===== config.mk =====
export PLATFORM = sky130hd
export DESIGN_NAME = psc_top
export DESIGN_NICKNAME = d
export VERILOG_FILES = /design/src/verilog/psc_pkg.sv /design/src/verilog/psc_top.sv /design/src/verilog/psc_sync.sv /design/src/verilog/psc_i2c.sv
export SDC_FILE = /design/constraint.sdc
export NUM_CORES = 1
export LEC_CHECK = 0
export ABC_AREA = 1
export ABC_CLOCK_PERIOD_IN_PS = 4880
export BUFFER_PORTS_ARGS = -buffer_cell sky130_fd_sc_hd__buf_2
export CORE_MARGIN = 2
export CORE_UTILIZATION = 55
export CTS_CLUSTER_SIZE = 14
export DETAILED_ROUTE_END_ITERATION = 10
export PLACE_DENSITY = 0.72
export SLEW_MARGIN = 0
export SYNTH_ARGS = -nofsm -noshare
export SYNTH_HDL_FRONTEND = slang
export SYNTH_HIERARCHICAL = 1
export SYNTH_SLANG_ARGS = --single-unit

===== constraint.sdc =====
create_clock -name CLK -period 4.88 [get_ports CLK]
set_input_delay 0.976 -clock CLK [delete_from_list [all_inputs] [get_ports CLK]]
set_output_delay 0.976 -clock CLK [all_outputs]
set_load 0.01 [all_outputs]

===== src/verilog/psc_pkg.sv =====
// Purpose: Shared constants and types for the protection switch control
// Assumes: CLK at 250 MHz, registers reached over the I2C management port
// Notes: Register offsets other than soft reset are local choices
// Overview of operation
// - Close CC and SBU after POR
// - Undervoltage opens switches and presents pull-down
// - Pull-down until supply valid, then close CC
// - Soft reset bit restores defaults, reopens switches
// - Overvoltage opens affected path promptly
// - CC overvoltage opens CC only
// - SBU overvoltage opens SBU only
// - Overvoltage sets status bit, interrupt low
// - Recovery recloses path, raises recovery interrupt
// - Reclose independent of interrupt service
// - Test pin routes to SBU1 or SBU2
// - Pulled-down test pin enables normal SBU
// - Manual mode overrides automatic switch control
// - Manual cannot close during moisture or overvoltage
// - Interrupt stays low until register read
// - Mask bits default clear, block setting
package psc_pkg;
  localparam int unsigned CLK_MHZ = 250;
  // Device address on the management bus
  localparam logic [6:0] I2C_DEV_ADDR = 7'h28;

  localparam logic [7:0] REG_CTRL = 8'h01;
  localparam logic [7:0] REG_SWCTL = 8'h03;
  localparam logic [7:0] REG_INT = 8'h04;
  localparam logic [7:0] REG_MASK = 8'h05;
  localparam logic [7:0] REG_STAT = 8'h07;
  localparam logic [7:0] REG_SRST = 8'h0B;

  localparam int CTRL_MANUAL_BIT = 0;
  localparam int SW_CC_BIT = 0;
  localparam int SW_SBU_BIT = 1;
  localparam int SW_FTR2_BIT = 2;
  localparam int INT_CC_OV = 0;
  localparam int INT_SBU_OV = 1;
  localparam int INT_CC_REC = 2;
  localparam int INT_SBU_REC = 3;
  localparam int SRST_BIT = 0;

  localparam logic CTRL_RST = 1'h0;
  localparam logic [2:0] SWCTL_RST = 3'h3;
  localparam logic [3:0] INT_RST = 4'h0;
  localparam logic [3:0] MASK_RST = 4'h0;

  // Momentary open time after any reset
  localparam int unsigned SRST_OPEN_NS = 1000;
  localparam int SRST_W = 9;
  localparam logic [SRST_W-1:0] SRST_CYCLES =
    SRST_W'((SRST_OPEN_NS * CLK_MHZ + 999) / 1000);

  typedef struct packed {
    logic wr;
    logic rd;
    logic [7:0] addr;
    logic [7:0] wdata;
  } psc_req_s;

  typedef struct packed {
    logic cc_ov;
    logic sbu_ov;
    logic vdd_ok;
    logic ftr_pd;
    logic moist;
    logic scl;
    logic sda;
  } psc_async_s;

  typedef enum logic [4:0] {
    I2C_IDLE = 5'h01,
    I2C_RX = 5'h02,
    I2C_ACK = 5'h04,
    I2C_TX = 5'h08,
    I2C_TACK = 5'h10
  } psc_i2c_e;
endpackage : psc_pkg


===== src/verilog/psc_top.sv =====
// Purpose: Switch, pull-down, overvoltage and interrupt control
// Assumes: Comparator and pin inputs are asynchronous levels
// Notes: Registers are reached only through the I2C slave
`timescale 1ns/1ns
module psc_top
  import psc_pkg::*;
(
  input wire logic CLK,
  input wire logic RST,
  input wire logic SCL,
  input wire logic SDA,
  output logic SDA_DRIVE,
  output logic SDA_EN,
  output logic IRQ_OUT_N,
  output logic IRQ_OUT_N_EN,
  input wire logic VDD_VALID,
  input wire logic CC_OV,
  input wire logic SBU_OV,
  input wire logic FTR_PULLED_DOWN,
  input wire logic MOIST_ACTIVE,
  output logic CC_SW_CLOSE,
  output logic SBU_SW_CLOSE,
  output logic CC_PULLDOWN_EN,
  output logic FTR_TO_SBU1,
  output logic FTR_TO_SBU2
);
  psc_async_s async_raw, async_s;
  psc_req_s req;
  logic [7:0] rdata;

  logic ctrl_q, ctrl_d;
  logic [2:0] swctl_q, swctl_d;
  logic [3:0] mask_q, mask_d;
  logic [SRST_W-1:0] srst_cnt_q, srst_cnt_d;
  logic strap_q, strap_d;
  logic srst_hit;

  logic [3:0] int_q, int_d;
  logic [3:0] ev;
  logic cc_ov_p_q, sbu_ov_p_q;
  logic int_rd;

  logic cc_close_q, cc_close_d;
  logic sbu_close_q, sbu_close_d;
  logic pd_q, pd_d;
  logic ftr1_q, ftr1_d;
  logic ftr2_q, ftr2_d;
  logic auto_ok, cc_want, sbu_want;

  // Comparator, strap and bus pins into the clock domain
  assign async_raw = '{
    cc_ov: CC_OV,
    sbu_ov: SBU_OV,
    vdd_ok: VDD_VALID,
    ftr_pd: FTR_PULLED_DOWN,
    moist: MOIST_ACTIVE,
    scl: SCL,
    sda: SDA
  };

  psc_sync #(
    .W($bits(psc_async_s))
  ) u_sync (
    .clk(CLK),
    .rst(RST),
    .d(async_raw),
    .q(async_s)
  );

  psc_i2c u_i2c (
    .clk(CLK),
    .rst(RST),
    .scl(async_s.scl),
    .sda(async_s.sda),
    .rdata(rdata),
    .req(req),
    .sda_en(SDA_EN)
  );

  assign SDA_DRIVE = 1'b0;
  assign IRQ_OUT_N = 1'b0;
  // Pin held low while any pending bit stands
  assign IRQ_OUT_N_EN = |int_q;

  assign srst_hit = req.wr && req.addr == REG_SRST && req.wdata[SRST_BIT];

  // Register read mux
  always_comb begin
    rdata = 8'h00;
    unique case (req.addr)
      REG_CTRL: rdata = {7'h00, ctrl_q};
      REG_SWCTL: rdata = {5'h00, swctl_q};
      REG_INT: rdata = {4'h0, int_q};
      REG_MASK: rdata = {4'h0, mask_q};
      REG_STAT: rdata = {3'h0, async_s.moist, strap_q, async_s.vdd_ok,
                         async_s.sbu_ov, async_s.cc_ov};
      default: rdata = 8'h00;
    endcase
  end

  // Control registers, soft reset and strap capture
  always_comb begin
    ctrl_d = ctrl_q;
    swctl_d = swctl_q;
    mask_d = mask_q;
    strap_d = strap_q;
    srst_cnt_d = srst_cnt_q;
    if (srst_cnt_q != '0) begin
      srst_cnt_d = srst_cnt_q - 1'b1;
    end
    // Strap settles through the synchroniser before the count ends
    if (srst_cnt_q == SRST_W'(1)) begin
      strap_d = async_s.ftr_pd;
    end
    if (srst_hit) begin
      ctrl_d = CTRL_RST;
      swctl_d = SWCTL_RST;
      mask_d = MASK_RST;
      srst_cnt_d = SRST_CYCLES;
    end else if (req.wr) begin
      unique case (req.addr)
        REG_CTRL: ctrl_d = req.wdata[CTRL_MANUAL_BIT];
        REG_SWCTL: swctl_d = req.wdata[2:0];
        REG_MASK: mask_d = req.wdata[3:0];
        default: begin
        end
      endcase
    end
  end

  always_ff @(posedge CLK or posedge RST) begin
    if (RST) begin
      ctrl_q <= CTRL_RST;
      swctl_q <= SWCTL_RST;
      mask_q <= MASK_RST;
      strap_q <= 1'b1;
      srst_cnt_q <= SRST_CYCLES;
    end else begin
      ctrl_q <= ctrl_d;
      swctl_q <= swctl_d;
      mask_q <= mask_d;
      strap_q <= strap_d;
      srst_cnt_q <= srst_cnt_d;
    end
  end

  // Overvoltage events and sticky interrupt bits
  assign int_rd = req.rd && req.addr == REG_INT;

  always_comb begin
    ev = 4'h0;
    ev[INT_CC_OV] = async_s.cc_ov && !cc_ov_p_q;
    ev[INT_SBU_OV] = async_s.sbu_ov && !sbu_ov_p_q;
    ev[INT_CC_REC] = !async_s.cc_ov && cc_ov_p_q;
    ev[INT_SBU_REC] = !async_s.sbu_ov && sbu_ov_p_q;
    if (srst_hit) begin
      int_d = INT_RST;
    end else begin
      // New event wins over a clearing read
      int_d = (int_q & ~{4{int_rd}}) | (ev & ~mask_q);
    end
  end

  always_ff @(posedge CLK or posedge RST) begin
    if (RST) begin
      int_q <= INT_RST;
      cc_ov_p_q <= 1'b0;
      sbu_ov_p_q <= 1'b0;
    end else begin
      int_q <= int_d;
      cc_ov_p_q <= async_s.cc_ov;
      sbu_ov_p_q <= async_s.sbu_ov;
    end
  end

  // Switch paths, dead-battery pull-down and test pin routing
  // Soft reset write opens the paths in its own cycle
  assign auto_ok = async_s.vdd_ok && srst_cnt_q == '0 && !srst_hit;
  assign cc_want = ctrl_q ? swctl_q[SW_CC_BIT] : 1'b1;
  assign sbu_want = ctrl_q ? swctl_q[SW_SBU_BIT] : 1'b1;

  always_comb begin
    // Path state follows live overvoltage, no interrupt service needed
    cc_close_d = auto_ok && !async_s.cc_ov && !async_s.moist && cc_want;
    sbu_close_d = auto_ok && !async_s.sbu_ov && !async_s.moist && sbu_want
                  && strap_q;
    ftr1_d = auto_ok && !strap_q && !async_s.sbu_ov && !async_s.moist
             && !swctl_q[SW_FTR2_BIT];
    ftr2_d = auto_ok && !strap_q && !async_s.sbu_ov && !async_s.moist
             && swctl_q[SW_FTR2_BIT];
    pd_d = !async_s.vdd_ok;
  end

  always_ff @(posedge CLK or posedge RST) begin
    if (RST) begin
      cc_close_q <= 1'b0;
      sbu_close_q <= 1'b0;
      pd_q <= 1'b1;
      ftr1_q <= 1'b0;
      ftr2_q <= 1'b0;
    end else begin
      cc_close_q <= cc_close_d;
      sbu_close_q <= sbu_close_d;
      pd_q <= pd_d;
      ftr1_q <= ftr1_d;
      ftr2_q <= ftr2_d;
    end
  end

  assign CC_SW_CLOSE = cc_close_q;
  assign SBU_SW_CLOSE = sbu_close_q;
  assign CC_PULLDOWN_EN = pd_q;
  assign FTR_TO_SBU1 = ftr1_q;
  assign FTR_TO_SBU2 = ftr2_q;

  // Checks
  power_close_a: assert property (@(posedge CLK) disable iff (RST)
    async_s.vdd_ok && srst_cnt_q == '0 && !srst_hit && !async_s.cc_ov
    && !async_s.moist && !ctrl_q
    |=> CC_SW_CLOSE)
    else $error("CC switch not closed with valid supply");

  uvlo_open_a: assert property (@(posedge CLK) disable iff (RST)
    !async_s.vdd_ok |=> !CC_SW_CLOSE && !SBU_SW_CLOSE && CC_PULLDOWN_EN)
    else $error("Switches closed or pull-down absent under undervoltage");

  pd_release_a: assert property (@(posedge CLK) disable iff (RST)
    $rose(async_s.vdd_ok) |=> !CC_PULLDOWN_EN)
    else $error("Pull-down kept after supply became valid");

  srst_open_a: assert property (@(posedge CLK) disable iff (RST)
    srst_hit |=> (!CC_SW_CLOSE && !SBU_SW_CLOSE && !ctrl_q && mask_q == MASK_RST) [*8])
    else $error("Soft reset did not open switches or restore defaults");

  cc_ov_open_a: assert property (@(posedge CLK) disable iff (RST)
    async_s.cc_ov |=> !CC_SW_CLOSE)
    else $error("CC switch closed during CC overvoltage");

  sbu_only_a: assert property (@(posedge CLK) disable iff (RST)
    async_s.sbu_ov && !async_s.cc_ov && auto_ok && !async_s.moist && !ctrl_q
    |=> !SBU_SW_CLOSE && CC_SW_CLOSE)
    else $error("SBU overvoltage disturbed CC or left SBU closed");

  ov_flag_a: assert property (@(posedge CLK) disable iff (RST)
    $rose(async_s.cc_ov) && !mask_q[INT_CC_OV] && !srst_hit
    |=> int_q[INT_CC_OV] && IRQ_OUT_N_EN)
    else $error("CC overvoltage did not raise interrupt");

  recover_a: assert property (@(posedge CLK) disable iff (RST)
    $fell(async_s.cc_ov) && auto_ok && !async_s.moist && !ctrl_q && !srst_hit
    |=> CC_SW_CLOSE && (int_q[INT_CC_REC] || mask_q[INT_CC_REC]))
    else $error("No reclose or recovery interrupt after CC overvoltage");

  irq_hold_a: assert property (@(posedge CLK) disable iff (RST)
    IRQ_OUT_N_EN && !int_rd && !srst_hit |=> IRQ_OUT_N_EN)
    else $error("Interrupt released without register read");

  mask_block_a: assert property (@(posedge CLK) disable iff (RST)
    mask_q[INT_SBU_OV] && !int_q[INT_SBU_OV] |=> !int_q[INT_SBU_OV])
    else $error("Masked interrupt bit was set");

  manual_a: assert property (@(posedge CLK) disable iff (RST)
    ctrl_q && auto_ok && !async_s.cc_ov && !async_s.moist
    |=> CC_SW_CLOSE == $past(swctl_q[SW_CC_BIT]))
    else $error("Manual CC setting not applied");

  moist_open_a: assert property (@(posedge CLK) disable iff (RST)
    async_s.moist |=> !CC_SW_CLOSE && !SBU_SW_CLOSE)
    else $error("Switch closed while moisture detection runs");

  pd_off_a: assert property (@(posedge CLK) disable iff (RST)
    async_s.vdd_ok |=> !CC_PULLDOWN_EN)
    else $error("Pull-down present with valid supply");

  cc_only_a: assert property (@(posedge CLK) disable iff (RST)
    async_s.cc_ov && !async_s.sbu_ov && auto_ok && strap_q && !async_s.moist && !ctrl_q
    |=> !CC_SW_CLOSE && SBU_SW_CLOSE)
    else $error("CC overvoltage disturbed SBU or left CC closed");

  sbu_ov_open_a: assert property (@(posedge CLK) disable iff (RST)
    async_s.sbu_ov |=> !SBU_SW_CLOSE && !FTR_TO_SBU1 && !FTR_TO_SBU2)
    else $error("SBU path closed during SBU overvoltage");

  sbu_flag_a: assert property (@(posedge CLK) disable iff (RST)
    $rose(async_s.sbu_ov) && !mask_q[INT_SBU_OV] && !srst_hit
    |=> int_q[INT_SBU_OV] && IRQ_OUT_N_EN)
    else $error("SBU overvoltage did not raise interrupt");

  sbu_recover_a: assert property (@(posedge CLK) disable iff (RST)
    $fell(async_s.sbu_ov) && auto_ok && strap_q && !async_s.moist && !ctrl_q
    |=> SBU_SW_CLOSE && (int_q[INT_SBU_REC] || mask_q[INT_SBU_REC]))
    else $error("No reclose or recovery interrupt after SBU overvoltage");

  read_clear_a: assert property (@(posedge CLK) disable iff (RST)
    int_rd && !srst_hit && $stable(async_s.cc_ov) && $stable(async_s.sbu_ov)
    |=> !IRQ_OUT_N_EN)
    else $error("Interrupt still pending after register read");

  strap_normal_a: assert property (@(posedge CLK) disable iff (RST)
    strap_q |=> !FTR_TO_SBU1 && !FTR_TO_SBU2)
    else $error("Test pin routed with pulled-down strap");

  ftr_default_a: assert property (@(posedge CLK) disable iff (RST)
    !strap_q && auto_ok && !async_s.sbu_ov && !async_s.moist && !swctl_q[SW_FTR2_BIT]
    |=> FTR_TO_SBU1 && !FTR_TO_SBU2 && !SBU_SW_CLOSE)
    else $error("Test pin not routed to first SBU line");

  ftr_second_a: assert property (@(posedge CLK) disable iff (RST)
    !strap_q && auto_ok && !async_s.sbu_ov && !async_s.moist && swctl_q[SW_FTR2_BIT]
    |=> FTR_TO_SBU2 && !FTR_TO_SBU1 && !SBU_SW_CLOSE)
    else $error("Test pin not routed to second SBU line");
endmodule : psc_top


===== src/verilog/psc_sync.sv =====
// Purpose: Two-stage synchroniser for asynchronous inputs
// Assumes: Inputs are levels
// Notes: First stage feeds only the second stage
`timescale 1ns/1ns
module psc_sync #(
  parameter int W = 1
) (
  input wire logic clk,
  input wire logic rst,
  input wire logic [W-1:0] d,
  output logic [W-1:0] q
);
  logic [W-1:0] meta_q;

  for (genvar i = 0; i < W; i++) begin : g_bit
    always_ff @(posedge clk or posedge rst) begin
      if (rst) begin
        meta_q[i] <= 1'b0;
        q[i] <= 1'b0;
      end else begin
        meta_q[i] <= d[i];
        q[i] <= meta_q[i];
      end
    end
  end
endmodule : psc_sync


===== src/verilog/psc_i2c.sv =====
// Purpose: I2C slave giving byte access to the register file
// Assumes: scl and sda already synchronised to clk
// Notes: Pointer auto-increments on each data byte
`timescale 1ns/1ns
module psc_i2c
  import psc_pkg::*;
(
  input wire logic clk,
  input wire logic rst,
  input wire logic scl,
  input wire logic sda,
  input wire logic [7:0] rdata,
  output psc_req_s req,
  output logic sda_en
);
  psc_i2c_e st_q, st_d;
  logic scl_q, sda_q;
  logic [7:0] sr_q, sr_d, ptr_q, ptr_d;
  logic [3:0] cnt_q, cnt_d;
  logic [1:0] idx_q, idx_d;
  logic rw_q, rw_d, nack_q, nack_d;
  logic scl_rise, scl_fall, start, stop;

  assign scl_rise = scl && !scl_q;
  assign scl_fall = !scl && scl_q;
  assign start = scl && scl_q && sda_q && !sda;
  assign stop = scl && scl_q && !sda_q && sda;
  assign sda_en = (st_q == I2C_ACK) || (st_q == I2C_TX && !sr_q[7]);

  always_comb begin
    st_d = st_q;
    sr_d = sr_q;
    ptr_d = ptr_q;
    cnt_d = cnt_q;
    idx_d = idx_q;
    rw_d = rw_q;
    nack_d = nack_q;
    req = '{wr: 1'b0, rd: 1'b0, addr: ptr_q, wdata: sr_q};
    if (stop) begin
      st_d = I2C_IDLE;
    end else if (start) begin
      st_d = I2C_RX;
      cnt_d = 4'h0;
      idx_d = 2'h0;
    end else begin
      unique case (st_q)
        I2C_IDLE: begin
        end
        I2C_RX: begin
          if (scl_rise) begin
            sr_d = {sr_q[6:0], sda};
            cnt_d = cnt_q + 4'h1;
          end else if (scl_fall && cnt_q == 4'h8) begin
            st_d = I2C_ACK;
            cnt_d = 4'h0;
            if (idx_q == 2'h0) begin
              rw_d = sr_q[0];
              if (sr_q[7:1] != I2C_DEV_ADDR) begin
                st_d = I2C_IDLE;
              end
            end else if (idx_q == 2'h1) begin
              ptr_d = sr_q;
            end else begin
              req.wr = 1'b1;
              ptr_d = ptr_q + 8'h01;
            end
            if (idx_q != 2'h2) begin
              idx_d = idx_q + 2'h1;
            end
          end
        end
        I2C_ACK: begin
          if (scl_fall) begin
            if (rw_q) begin
              st_d = I2C_TX;
              sr_d = rdata;
              req.rd = 1'b1;
              ptr_d = ptr_q + 8'h01;
            end else begin
              st_d = I2C_RX;
            end
          end
        end
        I2C_TX: begin
          if (scl_fall) begin
            if (cnt_q == 4'h7) begin
              st_d = I2C_TACK;
            end else begin
              sr_d = {sr_q[6:0], 1'b0};
              cnt_d = cnt_q + 4'h1;
            end
          end
        end
        I2C_TACK: begin
          if (scl_rise) begin
            nack_d = sda;
          end else if (scl_fall) begin
            if (nack_q) begin
              st_d = I2C_IDLE;
            end else begin
              st_d = I2C_TX;
              cnt_d = 4'h0;
              sr_d = rdata;
              req.rd = 1'b1;
              ptr_d = ptr_q + 8'h01;
            end
          end
        end
        default: begin
          st_d = I2C_IDLE;
        end
      endcase
    end
  end

  always_ff @(posedge clk or posedge rst) begin
    if (rst) begin
      st_q <= I2C_IDLE;
      scl_q <= 1'b1;
      sda_q <= 1'b1;
      sr_q <= 8'h00;
      ptr_q <= 8'h00;
      cnt_q <= 4'h0;
      idx_q <= 2'h0;
      rw_q <= 1'b0;
      nack_q <= 1'b0;
    end else begin
      st_q <= st_d;
      scl_q <= scl;
      sda_q <= sda;
      sr_q <= sr_d;
      ptr_q <= ptr_d;
      cnt_q <= cnt_d;
      idx_q <= idx_d;
      rw_q <= rw_d;
      nack_q <= nack_d;
    end
  end
endmodule : psc_i2c


Word level (Yosys, flattened, before mapping)
Cells that the tools add are included.
Storage, ports and cells
  logic and storage cells: 236
  register bits: 74
Cells by class
  mux-type cells: 75
  equal/unequal tests: 43
  bitwise gates (word level): 8
  add/sub/neg operators: 4
  reduce and logical (&&, ||, !) cells: 70
Operators by type and width (number)
  $mux W8: 17
  $mux W4: 14
  $mux W5: 10
  $pmux W5 S5: 2
  $pmux W8 S4: 1
  $logic_and A1 B1 Y1: 30
  $eq A8 B3 Y1 const B: 3
  $pmux W8 S3: 1
  $reduce_and A11 Y1: 2
  $ne A4 B1 Y1 const B: 5
  $mux W9: 2
  $reduce_and A8 Y1: 2
  $reduce_bool A2 Y1: 8
  $mux W1: 15
  $logic_not A1 Y1: 14
  $mux W2: 7
  $ne A2 B2 Y1 const B: 7
  $mux W3: 4
  $ne A2 B1 Y1 const B: 6
  $pmux W4 S3: 1
  $eq A9 B1 Y1 const B: 1
  $logic_not A9 Y1: 1
  $ne A3 B1 Y1 const B: 3
  $reduce_bool A9 Y1: 1
  34 further kinds: 43

Logic depth before layout (Yosys ltp)
Gate-level depths: netlist (run 1).
  depth in word-level cells: 16
  mapped depth: 13
  depth with buffers taken out: 13

Cells and area by module
The synthesis (run 1) kept the hierarchy.
By module, submodules not included
  psc_i2c: area an instance 2203.4 um^2, times used 1, cells each 316
  psc_top: area an instance 1720.4 um^2, times used 1, cells each 221
  psc_sync: area an instance 354.1 um^2, times used 1, cells each 15

Worst setup path after synthesis (run 1)
Ideal clock, no wire load.
  path kind: register to output
  start: register u_i2c.st_q[1]
  end: output SDA_EN
  stages on the path, launching flop included: 4
  buffers on the path: 0
  setup slack: 2.804 ns
  data arrival time: 1.100 ns
  path through: dfrtp_1 -> nor2_4 -> nand3_2 -> o21ai_0
On the way
  longest elaborated chain between the ends: 3
  elaborated cells on any way between the ends: 4
  classes of those cells: eq/ne (2); reduce/logical (2)
Ends and longest elaborated chain
  from (decl): RTL line psc_i2c.sv:16  | psc_i2c_e st_q, st_d;
  from (signal assigned): RTL line psc_i2c.sv:128  | st_q <= st_d;
  $eq A5 B4 Y1: RTL line psc_i2c.sv:28  | assign sda_en = (st_q == I2C_ACK) || (st_q == I2C_TX && !sr_q[7]);
  $logic_and A1 B1 Y1: RTL line psc_i2c.sv:28
  $logic_or A1 B1 Y1 (*): RTL line psc_i2c.sv:28
  to (decl): RTL line psc_top.sv:13  | output logic SDA_EN,
Mark *: on every way between the ends. The rest lies on a longest branch, timed or not.

==> results of run 1 <==
==> synthesized netlist by cell type, types with 2 or more instances <==
library cell  instances  share of area
a21oi_1               9          0.011
buf_4                 4         0.0070
dfrtp_1              61           0.36
dfstp_2              13          0.080
ha_1                  9          0.026
inv_1                61          0.054
inv_2                 8         0.0070
nand2_1             176           0.15
nand2_2              11          0.016
nand2_4               2         0.0053
nand3_1              48          0.056
nand3_2               2         0.0047
nand3_4               3          0.012
nand3b_1              2         0.0035
nand4_1              22          0.032
nor2_1               43          0.038
nor2_2                5         0.0073
nor2_4                7          0.018
nor3_1                6         0.0070
nor3_4                3          0.011
nor4_1                2         0.0029
o21ai_0              28          0.033
o21ai_1               3         0.0035
or3_1                 2         0.0029
xnor2_1               3         0.0061
xor2_1                4         0.0082
==> per-layer routing <==
layer	track usage	routed length, um	vias up
met2	0.373	4270	99
met1	0.309	4140	1729
met3	0.0509	426	16
met5	0	0	-
met4	0.0784	156	0
li1	-	-	1837
==> worst max-delay path by stage <==
stage | to | slack (ns)
finish | mask_q[2] | 2.06
global route | mask_q[2] | 1.80
CTS | mask_q[2] | 2.10
detailed placement | mask_q[2] | 2.12
global placement | mask_q[1] | 2.28
floorplan | SDA_EN | 2.80
==> per-stage QoR <==
stage	hold WS (ns)	instance area, sq um	std cells
finish	0.355	4680	685
global route	0.360	4680	685
CTS	0.358	4680	685
detailed placement	0.337	4470	669
global placement	0.332	4470	669
floorplan	0.331	4290	556
==> power by group <==
part	switching [W]	internal, W	total (W)
clock network	0.000259	0.000246	0.000505
logic	0.000103	0.0000506	0.000153
registers	0.0000551	0.000651	0.000706
total	0.000417	0.000948	0.00137
==> area by class of cell <==
type,count,area (sq um),area share
clock inverters,7,83.8,0.0179
inverters,69,259,0.0554
well taps,102,128,0.0273
repair buffers,17,90.1,0.0193
multi-input cells,407,2130,0.454
flip-flops and latches,74,1870,0.399
clock buffers,9,124,0.0265
==> kinds of logic (layout without fill, tap and decap cells) <==
kind of cell	Yosys count	after routing	synth area share
multiplexers	1	1	0.00234
AO/OA/AOI/OAI	46	46	0.0594
flip-flops	74	74	0.437
other	1	5	0.000877
buffers and inverters	75	102	0.0714
XOR/XNOR	7	7	0.0143
adder cells (fa/ha/maj)	9	9	0.0263
AND/OR/NAND/NOR	339	339	0.389
==> flip-flops by register name, summed over array words and instances, names as in the netlist, 2 cells and up <==
name and cells:
u_i2c/st_q 5, u_i2c/ptr_q 8, u_sync/q 7, srst_cnt_q 9
u_i2c/sr_q 8, u_sync/meta_q 7, u_i2c/cnt_q 4, swctl_q 3
u_i2c/idx_q 2, mask_q 4, int_q 4
==> worst reg2reg max path: cells and delay by family, from the launching register on <==
| kind | cells | cell delay [ns] |
|---|---|---|
| and+or+nand+nor | 11 | 1.93 |
| DFF | 1 | 0.53 |
| buffers and inverters | 2 | 0.24 |
==> summary.txt, run 1 <==
Route
  • DRC: 0
  • Detailed-route via count: between 3k and 4k
  • First-pass iteration count of the detailed router: 5
  • Routed Antenna Nets: 0
  • Total routed wirelength: between 8 and 9 mm
  • Vias per cell: 5.37
  • Number of DRC markers in iteration 0: roughly 210
  • DR WL/cell: about 13 um

Global routing
  • Total GRT Usage: 0.231
  • Vias in the first global route: 3,422
  • Initial antenna violation count: 0
  • GRT overflow: 0
  • First-pass GRT wire length: between 15 and 20 mm
  • Largest net degree at the start of global routing: 32

Layout
  • Commonest non-fill, non-tap cells in the layout: 176 x nand2_1, 61 x dfrtp_1, 61 x inv_1, 48 x nand3_1, 43 x nor2_1
  • FILL cells: 687
  • Fin nets: between 500 and 600
  • Antenna Cells: 0
  • Core Util, Final: 0.612
  • Fraction of layout cells with a size suffix above 1: 0.160
  • Area Growth Syn to Fin: 9.36%
  • Most common cell after layout, fill and taps aside: nand2_1

Clock tree
  • Postcts setup bufs: 0
  • Clock Tree Buf Depth: 2
  • Post-CTS sizing: 0
  • Clk sinks: 74
  • # hold bufs at CTS: 0
  • CTS buffer count: 9
  • Worst-Skew Late Latency: about 0.36 ns
  • Clk pin slew, worst setup/hold paths: 0.09 ns
  • CTS tree: done
  • Root buf cell: clkbuf_8
  • H-tree depth: 3

Worst setup path
  • Reg2reg start: u_i2c/sda_q
  • Most common cell on crit path: nand2_1
  • Setup crit start kind: flip-flop
  • Cell family with most CP delay: simple AND/OR/NAND/NOR gates
  • Critical path type: flip-flop to flip-flop
  • CP Data Required Time: just over 5 ns
  • CP Capture Type: flip-flop
  • Buf/Inv on CP: 2
  • Max FO, Critical Path: 11
  • Levels on crit path: 13
  • Cell chain of the critical path: inv_1, nand2_1, nor2_1, nor2_1, nand2_1, nor4_2, nand2_1, inv_1, nand4_4, nand2_2, nand2_2, nand2_1, nand2_1
  • Crit-path slowest cell: nor4_2
  • Worst setup startpoint: u_i2c/sda_q
  • R2r setup slk: ~2.1 ns
  • CP arrival: a little over 3 ns
  • R2r endpoint: mask_q[2]
  • Largest stage delay, worst path: roughly 0.75 ns
  • Worst r2r path cells: 13

Synth
  • Cell area after synthesis: about 4300 sq um
  • Post-Syn Instances: between 500 and 600
  • Post-synth EDFFs: 0
  • FF+latch count, synth: between 70 and 80
  • Average size of a mapped cell: 7.75 sq um
  • Netlist cell types: between 40 and 50
  • Synthesis Warnings: 6
  • Most used flip-flop cell after synthesis: dfrtp_1
  • Seq/Total Area, Yosys: 0.437
  • Synth async-reset ratio: 1.00

Floorplanning
  • Placement row count: 32
  • Die area: between 8000 and 9000 sq um
  • Core area: 7650 sq um
  • Top-Level Pins: 18
  • Starting Density: 0.559
  • Die Y: approximately 90 um
  • Die width: around 90 um

STA
  • Final Slew Violations: 0
  • Final WS setup: slightly above 2 ns
  • RSZ-0062 raised after global routing: false
  • Fin crit period: roughly 2.8 ns
  • Slew margin rel.: 0.346
  • Final setup violation count: 0
  • Max Fclk: 0.355 GHz
  • Final hold vios: 0
  • Setup total negative slack: 0 ns
  • Clock Skews: about 0.010 ns
  • Slew of the pin with the lowest slew margin: roughly 0.97 ns
  • Fin crit share: 0.577

Placed design
  • Gpl congestion: between 0.9 and 1
  • IO buf count: 15
  • Final HPWL DP: about 6.7 mm
  • Pre-CTS setup slack: about 2.1 ns

Power and ir drop
  • Leakage dissipation: around 2.3 nW
  • Design Power: 0.00137 W
  • Pwr Density: between 200 and 300 nW/um^2
  • Max VDD drop: ~0.21 mV

Min path
  • Hold depth: 0
  • Hold Crit Start: u_sync/meta_q[1]
  • Hold Path End: u_sync/q[1]
  • Min-delay worst type: flip-flop to flip-flop

Flow run
  • MaxCap Viol Count: 0

Run status
  • Status: finished, final reports clean
Note: power is estimated with default switching activity, not from simulation.
==> inputs of run 2 (changes only) <==
- ABC_AREA: 1 -> 0
- ABC_CLOCK_PERIOD_IN_PS: 4880 -> 2500
- PLACE_DENSITY: 0.72 -> 0.75
- clock period: 4.88 -> 2.5 ns (I/O delays scaled with it)
==> summary.txt, run 2 <==
Run status
  • Status: finished, final reports clean

STA
  • Slew margin rel.: 0.475 (+0.130)
  • RSZ-0062 raised after global routing: false
  • Final hold vios: 0 (unchanged)
  • Clock Skews: 0.00847 ns (-0.00161 ns)
  • Final Slew Violations: 0 (unchanged)
  • Setup total negative slack: 0 ns (unchanged)
  • Final setup violation count: 0 (unchanged)
  • Max Fclk: 0.423 GHz (+19%)
  • Final WS setup: 0.136 ns (-1.93 ns)
  • Slew of the pin with the lowest slew margin: 0.785 ns (-0.188 ns)
  • Fin crit period: 2.36 ns (-0.452 ns)
  • Fin crit share: 0.946 (+0.369)
  • Hold_ws: 0.173 ns (-0.182 ns)

Floorplanning
  • Starting Density: 0.560 (about the same)
  • Die area: 8000 sq um (-5.8%)
  • Die Y: 89.5 um (-3.0%)
  • Placement row count: 31 (-3.1%)
  • Top-Level Pins: 18 (unchanged)
  • Die width: 89.5 um (-3.0%)
  • Core area: 7180 sq um (-6.2%)

Layout
  • Fraction of layout cells with a size suffix above 1: 0.258 (+0.0985)
  • Sequential cell area: 1870 sq um (unchanged)
  • Fin nets: 451 (-24%)
  • Area occupied by multi-input gates: 2030 sq um (-4.7%)
  • Most common cell after layout, fill and taps aside: dfrtp_1
  • Area Growth Syn to Fin: 13.1%
  • Biggest register: srst_cnt_q
  • Max reg flops: 9 (unchanged)
  • Core Util, Final: 0.633 (+0.0214)
  • Top Registers: srst_cnt_q: 9 flops, u_i2c/ptr_q: 8 flops, u_i2c/sr_q: 8 flops
  • Antenna Cells: 0 (unchanged)
  • FILL cells: 590 (-14%)
  • Commonest non-fill, non-tap cells in the layout: 61 x dfrtp_1, 33 x nor2_1, 27 x nand2_1, 26 x buf_4, 24 x nand3_1

Synth
  • Post-Syn Instances: 391 (-29%)
  • Cell area after synthesis: 4020 sq um (-6.1%)
  • Post-synth top area share: 0.380 (+0.0231)
  • Seq/Total Area, Yosys: 0.465 (+0.0283)
  • Top-count cell post-synth: dfrtp_1
  • Most used flip-flop cell after synthesis: dfrtp_1
  • Synth async-reset ratio: 1.00 (unchanged)
  • Average size of a mapped cell: 10.3 sq um (+33%)
  • Synthesis Warnings: 6 (unchanged)
  • Post-synth top cells: 61 x dfrtp_1, 34 x nor2_1, 27 x nand2_1
  • Post-synth EDFFs: 0 (unchanged)
  • Netlist cell types: 70 (+71%)
  • FF+latch count, synth: 74 (unchanged)
  • Top cell type by total area after synthesis: dfrtp_1
  • Top cells by area, synth: dfrtp_1 38%, dfstp_2 8.5%, mux2_2 5.0%, nor2_1 3.2%, nand3_1 3.0%

Clock tree
  • Clk pin slew, worst setup/hold paths: 0.08 ns (about the same)
  • Clock Tree Buf Depth: 2 (unchanged)
  • Postcts setup bufs: 0 (unchanged)
  • CTS tree: done
  • Worst-Skew Late Latency: 0.36 ns (about the same)
  • H-tree depth: 3 (unchanged)
  • CTS buffer count: 9 (unchanged)
  • Clk sinks: 74 (unchanged)
  • Root buf cell: clkbuf_8

Power and ir drop
  • Leakage dissipation: 2.04 nW (-13%)
  • Pwr Density: 503 nW/um^2 (+73%)
  • Max VDD drop: 0.415 mV (+96%)

Worst setup path
  • Critical path type: flip-flop to flip-flop
  • CP arrival: 2.63 ns (-0.44 ns)
  • CP Data Required Time: 2.76 ns (-2.37 ns)
  • CP Capture Type: flip-flop
  • Max FO, Critical Path: 7 (-4)
  • Setup crit start kind: flip-flop

Route
  • DR WL/cell: 15.7 um (+20%)
  • Number of DRC markers in iteration 0: 236 (+11%)
  • First-pass iteration count of the detailed router: 4 (-1)
  • DRC: 0 (unchanged)
  • Vias per cell: 5.86 (+9.1%)
  • Detailed-route via count: 3,149 (-14%)
  • Routed Antenna Nets: 0 (unchanged)
  • Total routed wirelength: 8.43 mm (-6.3%)

Global routing
  • Total GRT Usage: 0.238 (+0.00743)
  • Initial antenna violation count: 0 (unchanged)
  • GRT overflow: 0 (unchanged)
  • Largest net degree at the start of global routing: 32 (unchanged)
  • Vias in the first global route: 2,964 (-13%)
  • First-pass GRT wire length: 14.4 mm (-8.6%)

Placed design
  • Pre-CTS setup slack: 0.137 ns (-1.98 ns)
  • Gpl congestion: 0.940 (-5.8%)
  • Final HPWL DP: 6.16 mm (-7.9%)
  • IO buf count: 15 (unchanged)

Flow run
  • MaxCap Viol Count: 0 (unchanged)

Min path
  • Min-delay worst type: input pin to async pin
## run 2: cell types whose count changed in the layout (fill, tap and decap cells not counted), sizes merged, moves of 9 or more
| cell | previous run | this run |
|---|---|---|
| nand2 | 189 | 28 |
| inv | 73 | 17 |
| nand3 | 53 | 24 |
| buf | 17 | 41 |
| nand4 | 24 | 1 |
| nor2 | 56 | 35 |
| mux2 | 0 | 18 |
| nand2b | 0 | 11 |
| mux2i | 1 | 11 |
| a21oi | 10 | 19 |
| o21ai | 31 | 22 |
## run 2: area by class of cell
class	instances	area share
Multi-Input combinational cell	291	0.446
Tap cell	99	0.0273
Clock buffer	10	0.0281
Sequential cell	74	0.411
Inverter	16	0.0132
Timing Repair Buffer	41	0.0595
Clock inverter	6	0.0149
## run 2: final timing paths
path	startpoint	end	slack (ns)	cells past startpoint
worst max-delay path	u_i2c/st_q[0]	FTR_TO_SBU2	0.14	9
worst min-delay path	RST	u_sync/meta_q[2]	0.17	2
worst max register to register	u_i2c/st_q[0]	FTR_TO_SBU2	0.14	9
worst min register to register	u_sync/meta_q[6]	u_sync/q[6]	0.35	0
max in group asynchronous	RST	u_i2c/sda_q	1.93	3
min in group CLK	FTR_PULLED_DOWN	u_sync/meta_q[3]	0.24	1
## run 2: where the power goes
| group | internal (W) | leakage, nW | switching, W |
|---|---|---|---|
| Combinational | 0.0000430 | 1.02 | 0.0000701 |
| Clock | 0.000464 | 0.0929 | 0.000467 |
| Sequential | 0.00122 | 0.927 | 0.0000194 |
| Total | 0.00173 | 2.04 | 0.000557 |
## run 2: what timing repair did
| action | 4_1_cts | 5_1_grt |
|---|---|---|
| setup endpoints to repair | 0 | 5 |
| hold buffers | 0 | 0 |
| resized for setup | 0 | 5 |
| hold endpoints to repair | 0 | 0 |
## run 2: layer usage
layer  up-vias  share of wire  routed length, um  GRT usage
met2        83           0.46               3840      0.350
met3        23          0.042                353     0.0406
met1      1544           0.47               4000      0.344
met4         0          0.028                237      0.111
met5         -              0                  0          0
li1       1499              -                  -          -
## run 2: per-stage QoR
step	std cells	area, sq um	power (W)
final	537	4540	0.00229
after global routing	537	4540	0.00238
after global placement	521	4330	0.00137
after detailed placement	521	4330	0.00138
after floorplan	395	4040	0.00134
after CTS	537	4520	0.00229
## run 2: worst max-delay path: stages, from the launching register on
cell and delay, ns:
dfstp_2 0.62, nor2_1 0.09, and3_2 0.27, nand2_1 0.10, nor3_1 0.05, buf_4 0.16, nand3_1 0.13, nor4_2 0.08
or4_1 0.60, nor3_1 0.17
## run 2: kinds of logic (layout without fill, tap and decap cells)
logic type,after synthesis,after routing,synth area share
adders and majority gates,9,9,0.0280
AOI/OAI and AO/OA,80,80,0.140
muxes,29,29,0.0779
buffers and inverters,30,73,0.0408
and+or+nand+nor,162,162,0.234
other,1,5,0.000933
xor gates and xnor gates,6,6,0.0131
DFF,74,74,0.465
==> inputs of run 3 (changes only) <==
- BUFFER_PORTS_ARGS: -buffer_cell sky130_fd_sc_hd__buf_2 -> -buffer_cell sky130_fd_sc_hd__clkbuf_2
- CAP_MARGIN: default -> 20
- REMOVE_ABC_BUFFERS: default -> 1
==> summary.txt, run 3 (synthesized netlist as in run 2, its figures left out) <==
Clock tree
  • Clock Tree Buf Depth: 2 (unchanged)
  • Worst-Skew Late Latency: 0.36 ns (about the same)
  • CTS buffer count: 9 (unchanged)
  • CTS tree: done
  • H-tree depth: 3 (unchanged)
  • Root buf cell: clkbuf_8
  • Clk pin slew, worst setup/hold paths: 0.09 ns (about the same)
  • Clk sinks: 74 (unchanged)

Floorplanning
  • Core area: 7180 sq um (unchanged)
  • Die width: 89.5 um (unchanged)
  • Starting Density: 0.560 (unchanged)
  • Placement row count: 31 (unchanged)
  • Top-Level Pins: 18 (unchanged)
  • Die Y: 89.5 um (unchanged)
  • Die area: 8000 sq um (unchanged)

Global routing
  • Initial antenna violation count: 0 (unchanged)
  • GRT overflow: 0 (unchanged)
  • Total GRT Usage: 0.237 (-0.00107)
  • First-pass GRT wire length: 14.3 mm (about the same)
  • GR met1 Demand/Resource: 0.335 (-0.00995)
  • Vias in the first global route: 2,961 (-0.10%)
  • Busiest grt layer: met2
  • GR Util met3: 0.0369 (-0.00369)
  • Largest net degree at the start of global routing: 32 (unchanged)
  • Global routing met2 resource utilization: 0.360 (+0.0101)

Layout
  • Antenna Cells: 0 (unchanged)
  • Finished Cell Area: 4560 sq um (+0.36%)
  • Area Growth Syn to Fin: 13.5%
  • Biggest register: srst_cnt_q
  • FILL cells: 582 (-1.4%)
  • Max reg flops: 9 (unchanged)
  • Fin nets: 451 (unchanged)
  • Commonest non-fill, non-tap cells in the layout: 61 x dfrtp_1, 30 x nor2_1, 27 x nand2_1, 26 x buf_4, 24 x nand3_1
  • Most common cell after layout, fill and taps aside: dfrtp_1
  • Core Util, Final: 0.635 (+0.00227)
  • Top Registers: srst_cnt_q: 9 flops, u_i2c/ptr_q: 8 flops, u_i2c/sr_q: 8 flops
  • Fraction of layout cells with a size suffix above 1: 0.265 (+0.00685)
  • Final non-filler cell total: 537 (unchanged)

STA
  • Slew margin rel.: 0.585 (+0.110)
  • Fin crit share: 0.971 (+0.0250)
  • Final Slew Violations: 0 (unchanged)
  • Final WS setup: 0.0734 ns (-0.0626 ns)
  • Fin crit period: 2.43 ns (+0.0626 ns)
  • Clock Skews: 0.00933 ns (+0.000865 ns)
  • Slew of the pin with the lowest slew margin: 0.621 ns (-0.164 ns)
  • Hold_ws: 0.155 ns (-0.0185 ns)
  • Final hold vios: 0 (unchanged)
  • Final setup violation count: 0 (unchanged)
  • Max Fclk: 0.412 GHz (-2.6%)

Power and ir drop
  • Leakage dissipation: 2.05 nW (+0.30%)
  • Pwr Density: 513 nW/um^2 (+2.0%)
  • Max VDD drop: 0.460 mV (+11%)

Placed design
  • Dpl cells: 518 (-0.58%)
  • Final HPWL DP: 6.18 mm (+0.24%)
  • Gpl congestion: 0.869 (-7.6%)
  • Pre-CTS setup slack: 0.0948 ns (-0.0420 ns)
  • IO buf count: 15 (unchanged)
  • Post-DP Area: 4300 sq um (-0.64%)

Min path
  • Min-delay worst type: input pin to async pin

Route
  • DRC: 0 (unchanged)
  • Routed Antenna Nets: 0 (unchanged)
  • Total routed wirelength: 8.55 mm (+1.5%)
  • Detailed-route via count: 3,197 (+1.5%)
  • Vias per cell: 5.95 (+1.5%)
  • First-pass iteration count of the detailed router: 5 (+1)
  • Number of DRC markers in iteration 0: 234 (-0.85%)
  • DR WL/cell: 15.9 um (+1.5%)

Flow run
  • MaxCap Viol Count: 0 (unchanged)

Worst setup path
  • Critical path type: flip-flop to flip-flop
  • Setup crit start kind: flip-flop
  • CP Data Required Time: 2.75 ns (about the same)
  • R2r setup slk: 0.07 ns (-0.06 ns)
  • CP Capture Type: flip-flop
  • CP arrival: 2.68 ns (+0.05 ns)
  • Max FO, Critical Path: 7 (unchanged)

Run status
  • Status: finished, final reports clean
-- run 3: cell types whose count changed in the layout (fill, tap and decap cells not counted), sizes merged --
cell and change:
buf -15, clkinvlp -1, clkbuf +14, inv +4, clkinv -2
-- run 3: through the flow --
stage	power, W	TNS [ns]
final	0.00234	0
after global routing	0.00244	-0.00899
after CTS	0.00236	0
after detailed placement	0.00138	0
after global placement	0.00137	0
after floorplan	0.00133	-2.74
-- run 3: final timing paths --
kind / depth (start not counted) / from / endpoint
setup / recovery: 8 / u_i2c/st_q[0] / int_q[3]
hold / removal: 2 / RST / u_sync/q[3]
setup reg to reg: 8 / u_i2c/st_q[0] / int_q[3]
hold reg to reg: 0 / u_sync/meta_q[0] / u_sync/q[0]
max in group asynchronous: 3 / RST / u_i2c/scl_q
min in group CLK: 1 / FTR_PULLED_DOWN / u_sync/meta_q[3]
-- run 3: cell type report --
type                       instances  area (sq um)  area share
multi-input combinational        291          2030       0.445
sequential                        74          1870       0.410
timing repair buffer              41           270      0.0593
clock buffer                       9           124      0.0272
tap                               99           124      0.0272
clock inverter                     7          83.8      0.0184
inverter                          16          60.1      0.0132
-- run 3: critical path, stage by stage, from the launching register on --
cell and delay [ns]:
dfstp_2 0.42, nor3_1 0.23, nor2b_1 0.21, a21oi_1 0.08, nor2_1 0.13, or3b_2 0.46
or4b_4 0.53, a22oi_1 0.20, nor2_1 0.05
-- run 3: timing repair --
| item | CTS | global route |
|---|---|---|
| setup endpoints to repair | 1 | 8 |
| endpoints found under the hold margin | 0 | 0 |
| pin swaps | 0 | 1 |
| buffers inserted | 0 | 3 |
| hold buffers | 0 | 0 |
| gates resized for setup | 1 | 7 |
| gates cloned | 0 | 0 |
-- run 3: per-layer routing --
metal	up-vias	wire length (um)
met5	-	0
met4	0	265
met3	26	467
met2	131	3950
met1	1539	3870
li1	1501	-
-- run 3: power breakdown --
part | internal, W | switching, W | total [W]
registers | 0.00122 | 0.0000195 | 0.00124
logic | 0.0000420 | 0.0000717 | 0.000114
clock network | 0.000482 | 0.000502 | 0.000984
